--- src/pkg/msdec_pkg.sv ---
// Package: constants and types for the memory space decoder
package msdec_pkg;

  // ---------------------------------------------------------------
  // Address space
  // ---------------------------------------------------------------
  localparam int           ADDR_W       = 20;
  localparam logic [19:0]  SPACE_LAST   = 20'hFFFFF;
  localparam logic [19:0]  RESET_VECTOR = 20'h00000;

  // Data area starts, low placement (RAM size variants small/mid/large)
  localparam logic [19:0]  LO_DATA_SMALL = 20'h0F700;
  localparam logic [19:0]  LO_DATA_MID   = 20'h0F100;
  localparam logic [19:0]  LO_DATA_LARGE = 20'h0EE00;
  localparam logic [19:0]  LO_DATA_END   = 20'h0FFFF;

  // Data area starts, high placement
  localparam logic [19:0]  HI_DATA_SMALL = 20'hFF700;
  localparam logic [19:0]  HI_DATA_MID   = 20'hFF100;
  localparam logic [19:0]  HI_DATA_LARGE = 20'hFEE00;
  localparam logic [19:0]  HI_DATA_END   = 20'hFFFFF;

  // Largest ROM variant: last ROM address
  localparam logic [19:0]  ROM_LAST_LARGE = 20'h1FFFF;

  // Placement instruction operands
  localparam logic [3:0]   PLACE_LOW_OP  = 4'h0;
  localparam logic [3:0]   PLACE_HIGH_OP = 4'hF;

  // Upper address port width
  localparam int           UPPER_W      = 4;

  // ---------------------------------------------------------------
  // Types
  // ---------------------------------------------------------------
  typedef enum logic [1:0] {
    MSDEC_TGT_DATA = 2'b00,
    MSDEC_TGT_ROM  = 2'b01,
    MSDEC_TGT_EXT  = 2'b10,
    MSDEC_TGT_NONE = 2'b11
  } msdec_target_e;

  typedef enum logic [1:0] {
    MSDEC_VAR_SMALL = 2'b00,
    MSDEC_VAR_MID   = 2'b01,
    MSDEC_VAR_LARGE = 2'b10
  } msdec_ram_e;

  typedef enum logic [1:0] {
    MSDEC_ST_UNPLACED = 2'b00,
    MSDEC_ST_LOCKED   = 2'b01
  } msdec_state_e;

endpackage : msdec_pkg

--- src/pkg/msdec_map_if.sv ---
// Interface: placement and window bounds between the decoder and its map unit
`timescale 1ns/100ps
`default_nettype none
interface msdec_map_if;
  import msdec_pkg::*;
  logic              place_high;
  logic [19:0]       data_lo;
  logic [19:0]       data_hi;
  modport owner (output place_high, input data_lo, input data_hi);
  modport mapper (input place_high, output data_lo, output data_hi);
endinterface : msdec_map_if
`default_nettype wire

--- src/rtl/msdec_map.sv ---
// Window bound unit: data area limits for the current placement and variant
`timescale 1ns/100ps
`default_nettype none
module msdec_map
  import msdec_pkg::*;
#(
  parameter msdec_ram_e RAM_VARIANT = MSDEC_VAR_LARGE
)(
  msdec_map_if.mapper m
);

  // ---------------------------------------------------------------
  // Bounds
  // ---------------------------------------------------------------
  logic [19:0] lo_start;
  logic [19:0] hi_start;

  // Variant picks the data area start for each placement
  always_comb
  begin
    case (RAM_VARIANT)
      MSDEC_VAR_SMALL:
      begin
        lo_start = LO_DATA_SMALL;
        hi_start = HI_DATA_SMALL;
      end
      MSDEC_VAR_MID:
      begin
        lo_start = LO_DATA_MID;
        hi_start = HI_DATA_MID;
      end
      default:
      begin
        lo_start = LO_DATA_LARGE;
        hi_start = HI_DATA_LARGE;
      end
    endcase
  end

  // Window follows the placement
  assign m.data_lo = m.place_high ? hi_start : lo_start;
  assign m.data_hi = m.place_high ? HI_DATA_END : LO_DATA_END;

endmodule : msdec_map
`default_nettype wire

--- src/rtl/msdec_top.sv ---
// Memory space decoder: steers 20-bit accesses to data area, ROM or external
`timescale 1ns/100ps
`default_nettype none
// Functional notes
// - Every 20-bit address maps to data area, internal ROM, external memory or none (unmapped).
// - Placement operand selects low or high data area location.
// - Low placement: data area from variant start up to 0FFFFH.
// - Largest ROM and RAM, low placement: ROM 00000H-0EDFFH and 10000H-1FFFFH.
// - Overlapping ROM lost under low placement; data area wins.
// - ROM-less: upper address port floats in reset, drives low after.
// - High placement: data area from variant start up to FFFFFH.
// - Unclaimed addresses go external, only in expansion mode.
module msdec_top
  import msdec_pkg::*;
#(
  parameter msdec_ram_e  RAM_VARIANT = MSDEC_VAR_LARGE,
  parameter logic [19:0] ROM_LAST    = ROM_LAST_LARGE,
  parameter bit          ROM_LESS    = 1'b0
)(
  input  wire logic              CLK_SYS,
  input  wire logic              RESET_N,
  input  wire logic              CLK_EN,
  input  wire logic              ACC_VALID,
  input  wire logic [19:0]       ACC_ADDR,
  input  wire logic              EXT_EXPAND,
  input  wire logic              PLACE_STB,
  input  wire logic [3:0]        PLACE_OP,
  output var  logic              SEL_VALID,
  output var  logic [1:0]        SEL_TARGET,
  output var  logic [19:0]       SEL_ADDR,
  output var  logic              PLACE_HIGH,
  output var  logic              PLACE_DONE,
  output var  logic [3:0]        UPPER_ADDR_OUT,
  output var  logic [3:0]        UPPER_ADDR_OE
);

  // ---------------------------------------------------------------
  // Placement state
  // ---------------------------------------------------------------
  msdec_state_e state;
  msdec_map_if  mif ();
  logic         take_place;
  logic         place_bit;

  // Strobe counts only before lock and with a legal operand
  assign take_place = PLACE_STB && (state == MSDEC_ST_UNPLACED) &&
                      ((PLACE_OP == PLACE_LOW_OP) || (PLACE_OP == PLACE_HIGH_OP));

  // One-shot placement latch, low until placed
  always_ff @(posedge CLK_SYS)
  begin
    if (!RESET_N)
    begin
      state     <= MSDEC_ST_UNPLACED;
      place_bit <= 1'b0;
    end
    else if (CLK_EN)
    begin
      case (state)
        MSDEC_ST_UNPLACED:
        begin
          if (take_place)
          begin
            place_bit <= (PLACE_OP == PLACE_HIGH_OP);
            state     <= MSDEC_ST_LOCKED;
          end
        end
        MSDEC_ST_LOCKED: state <= MSDEC_ST_LOCKED;
        default:         state <= MSDEC_ST_UNPLACED;
      endcase
    end
  end

  // Placement handed to the window bound unit
  assign mif.place_high = place_bit;

  // Window bounds for the chosen RAM size variant
  msdec_map #(
    .RAM_VARIANT (RAM_VARIANT)
  ) u_map (
    .m (mif.mapper)
  );

  // ---------------------------------------------------------------
  // Decode
  // ---------------------------------------------------------------
  logic          in_data;
  logic          in_rom;
  msdec_target_e next_target;

  // Window and ROM range hits for the current address
  assign in_data = (ACC_ADDR >= mif.data_lo) && (ACC_ADDR <= mif.data_hi);
  assign in_rom  = !ROM_LESS && (ACC_ADDR <= ROM_LAST);

  // Data area beats ROM, ROM beats external
  always_comb
  begin
    if (in_data)
      next_target = MSDEC_TGT_DATA;
    else if (in_rom)
      next_target = MSDEC_TGT_ROM;
    else if (EXT_EXPAND)
      next_target = MSDEC_TGT_EXT;
    else
      next_target = MSDEC_TGT_NONE;
  end

  // Registered select outputs, one cycle after the request
  always_ff @(posedge CLK_SYS)
  begin
    if (!RESET_N)
    begin
      SEL_VALID  <= 1'b0;
      SEL_TARGET <= MSDEC_TGT_NONE;
      SEL_ADDR   <= RESET_VECTOR;
    end
    else if (CLK_EN)
    begin
      SEL_VALID  <= ACC_VALID;
      SEL_TARGET <= next_target;
      SEL_ADDR   <= ACC_ADDR;
    end
  end

  // Placement status outputs
  always_ff @(posedge CLK_SYS)
  begin
    if (!RESET_N)
    begin
      PLACE_HIGH <= 1'b0;
      PLACE_DONE <= 1'b0;
    end
    else if (CLK_EN)
    begin
      PLACE_HIGH <= take_place ? (PLACE_OP == PLACE_HIGH_OP) : place_bit;
      PLACE_DONE <= take_place || (state == MSDEC_ST_LOCKED);
    end
  end

  // ---------------------------------------------------------------
  // Upper address port
  // ---------------------------------------------------------------
  // Floats in reset; ROM-less part drives low afterwards
  always_ff @(posedge CLK_SYS)
  begin
    if (!RESET_N)
    begin
      UPPER_ADDR_OUT <= 4'h0;
      UPPER_ADDR_OE  <= 4'h0;
    end
    else if (CLK_EN)
    begin
      UPPER_ADDR_OUT <= 4'h0;
      UPPER_ADDR_OE  <= ROM_LESS ? 4'hF : 4'h0;
    end
  end
endmodule : msdec_top
`default_nettype wire

--- config.mk ---
export PLATFORM = sky130hd
export DESIGN_NAME = msdec_top
export DESIGN_NICKNAME = d
export VERILOG_FILES = /design/src/pkg/msdec_pkg.sv /design/src/pkg/msdec_map_if.sv /design/src/rtl/msdec_map.sv /design/src/rtl/msdec_top.sv
export SDC_FILE = /design/constraint.sdc
export NUM_CORES = 1
export LEC_CHECK = 0
export BUFFER_PORTS_ARGS = -buffer_cell sky130_fd_sc_hd__buf_4
export CAP_MARGIN = 20
export CORE_ASPECT_RATIO = 0.75
export CORE_UTILIZATION = 58
export CTS_CLUSTER_DIAMETER = 150
export DETAILED_ROUTE_END_ITERATION = 8
export PLACE_DENSITY_LB_ADDON = 0.12
export SETUP_SLACK_MARGIN = 0.15
export SYNTH_ARGS = -nofsm -noshare
export SYNTH_HDL_FRONTEND = slang
export SYNTH_HIERARCHICAL = 1
export SYNTH_SLANG_ARGS = --single-unit
--- constraint.sdc ---
create_clock -name CLK_SYS -period 4 [get_ports CLK_SYS]
set_input_delay 0.8 -clock CLK_SYS [delete_from_list [all_inputs] [get_ports CLK_SYS]]
set_output_delay 0.8 -clock CLK_SYS [all_outputs]
set_load 0.02 [all_outputs]
==> results.md <==
- Status: finished, final reports clean
- IO Port Bufs: 54
- Drt wl/cell: 11.2 um
- Power Density: 240 nW/um^2
- Reg clk slew, reported paths: 0.10 ns
- Post-synth EDFFs: 0
- Kind of start point of the critical path: input pin
- Max rail drop VDD: 0.172 mV
- Total Neg Setup Slack: 0 ns
- Logic pwr share: 0.306
- Worst Path Max Fanout: 3
- Worst Hold Class: reg -> reg
- Clock latency on the worst-skew pair: 0.28 ns
- Clock buffer count from CTS: 3
- Largest net degree at the start of global routing: 33
- Top_reg_cell synth: dfxtp_1
- Layout area overhead: 10.5%
- Root Buffer: clkbuf_8
- CTS tree: done
- Fin Hold WS: 0.527 ns
- Mapped Cells: 288
- Fin. Hold Viols: 0
- RD Place Congestion: 0.777
- PostCTS Resize Cnt: 0
- Async set-reset flop share out of synthesis: 0
- Post-DRT Antenna Nets: 0
- DR vias: 1847
- Initial Util: 0.607
- Commonest non-fill, non-tap cell in the layout: buf_4
- Core Util, Final: 0.671
- Area contributors post-synth: dfxtp_1, ha_1, buf_4
- RSZ-0062 raised after global routing: no
- Synth warn: 6
- Psw: 0.208 mW
- Post-CTS setup buffer count: 0
- Clock H-tree levels: 1
- Post-DR vias/cell: 4.81
- Final Power: 0.656 mW
- Layout cell share with drive strength beyond 1: 0.191
- Maxcap violations: 0
- CP required: 4.16 ns
- Capturing element type of the critical path: flop
- Die area: 4540 um^2
- Ant diodes: 0
- Max Slew Vio Count: 0
- Clk pwr share: 0.249
- Sequential share of the synthesized area: 0.218
- Detailed Routing Iterations Pass 1: 4
- # rows: 20
- Synthesized area per cell: 8.60 um^2
- GRT Overall Usage: 0.208
- Yosys top cell area share: 0.218
- Antenna violations before repair: 0
- Synth Cell Area: 2480 um^2
- Synth cell types: 40
- Core Area: 4080 um^2
- Pint: 0.448 mW
- Clock Path Buffers: 2
- Crit share post-route: 0.520
- DRC viols: 0
- Arrival @ worst endpoint: 2.24 ns
- FMAX: 481 MHz
- Clock Skew: 0.00125 ns
- Final WL: 4280 um
- Total clock sinks: 27
- I/O pin cnt: 63
- Minimum clock period: 2.08 ns
- CTS Hold Bufs: 0
- Switching Share: 0.317
- Seq cells post-synth: 27
- Final-stage net count: 400
- Die X-Extent: 77.5 um
- First-pass GRT wire length: 7510 um
- Worst setup path class: in -> reg
- Post-synth top area cell: dfxtp_1
- Initial drt markers: 67
- Gr ovfl total: 0
- Die Ht: 58.6 um
- Number of global-route vias before repair: 1753
- Seq pwr share: 0.445
- Leak Pwr: 1.53 nW
- Commonest non-fill, non-tap cells in the layout: buf_4, inv_1, ha_1, conb_1, dfxtp_1
- Final setup viols: 0
- Dpl hpwl: 3400 um
==> per-stage QoR <==
stage	cells	instance area [um^2]	setup WS, ns
floorplan	325	2620	1.90
global route	384	2740	1.73
global placement	380	2690	1.67
CTS	384	2740	1.93
detailed placement	380	2690	1.63
finish	384	2740	1.92
==> critical path, stage by stage <==
cell	delay, ns
buf_4	0.12
ha_1	0.31
nor2b_1	0.14
o211ai_1	0.15
a21boi_0	0.12
o31a_1	0.29
o21ai_0	0.18
o2111ai_1	0.13
==> cells by family (layout without fill, tap and decap cells) <==
family	after synthesis	in the layout	share of synthesized area
mux	24	24	0.0990
simple gates	63	63	0.149
buf+inv	95	99	0.224
flops	27	27	0.218
compound gates	36	36	0.104
fa+ha+maj	40	40	0.202
other cells	3	40	0.00455
==> path summary, 6_finish.rpt <==
path | start | to | slack, ns | cells after the start
worst min-delay path | SEL_ADDR[14] | SEL_ADDR[14] | 0.53 | 2
worst max-delay path | ACC_ADDR[1] | SEL_TARGET[0] | 1.92 | 8
worst min register to register | SEL_ADDR[14] | SEL_ADDR[14] | 0.53 | 2
worst max register to register | mif.place_high | SEL_TARGET[0] | 1.97 | 8
==> cells in the mapped netlist, drive strengths merged (2+ instances only) <==
cell type   n
conb        3
a221oi      3
a21oi      10
nor2        5
nor3        4
a21boi      2
buf        52
nor2b      26
ha         40
nand4       3
clkbuf      2
mux2i      23
o2111ai     3
and3        2
o21ai       5
nand3       5
inv        41
dfxtp      27
nand2       9
a211oi      2
a21o        5
and4        3
==> area by class of cell <==
cell class                 count  area, um^2
clock buffer                   3        41.3
tap                           55        68.8
timing repair buffer          54         405
sequential                    27         541
multi-input combinational    203        1520
inverter                      41         154
clock inverter                 1        5.00
fill                         348        1340
==> power groups by stage <==
stage / logic, mW / registers, mW / clock network [mW]
after global placement: 0.192 / 0.297 / 0
final: 0.201 / 0.292 / 0.163
after floorplan: 0.138 / 0.315 / 0
after detailed placement: 0.197 / 0.298 / 0
after CTS: 0.198 / 0.292 / 0.170
after global routing: 0.228 / 0.294 / 0.179
==> layer usage <==
layer / up-vias / track usage / wire (um)
met3: 4 / 0.0326 / 166
met2: 43 / 0.375 / 1890
li1: 963 / - / -
met1: 837 / 0.266 / 2200
met5: - / 0 / 0
met4: 0 / 0.0404 / 29
==> state kept, by name, summed over array words and instances (netlist names) <==
name,count
SEL_TARGET,2
PLACE_HIGH,1
state,1
PLACE_DONE,1
mif.place_high,1
SEL_VALID,1
SEL_ADDR,20
Power figures use the tool's default switching activity.
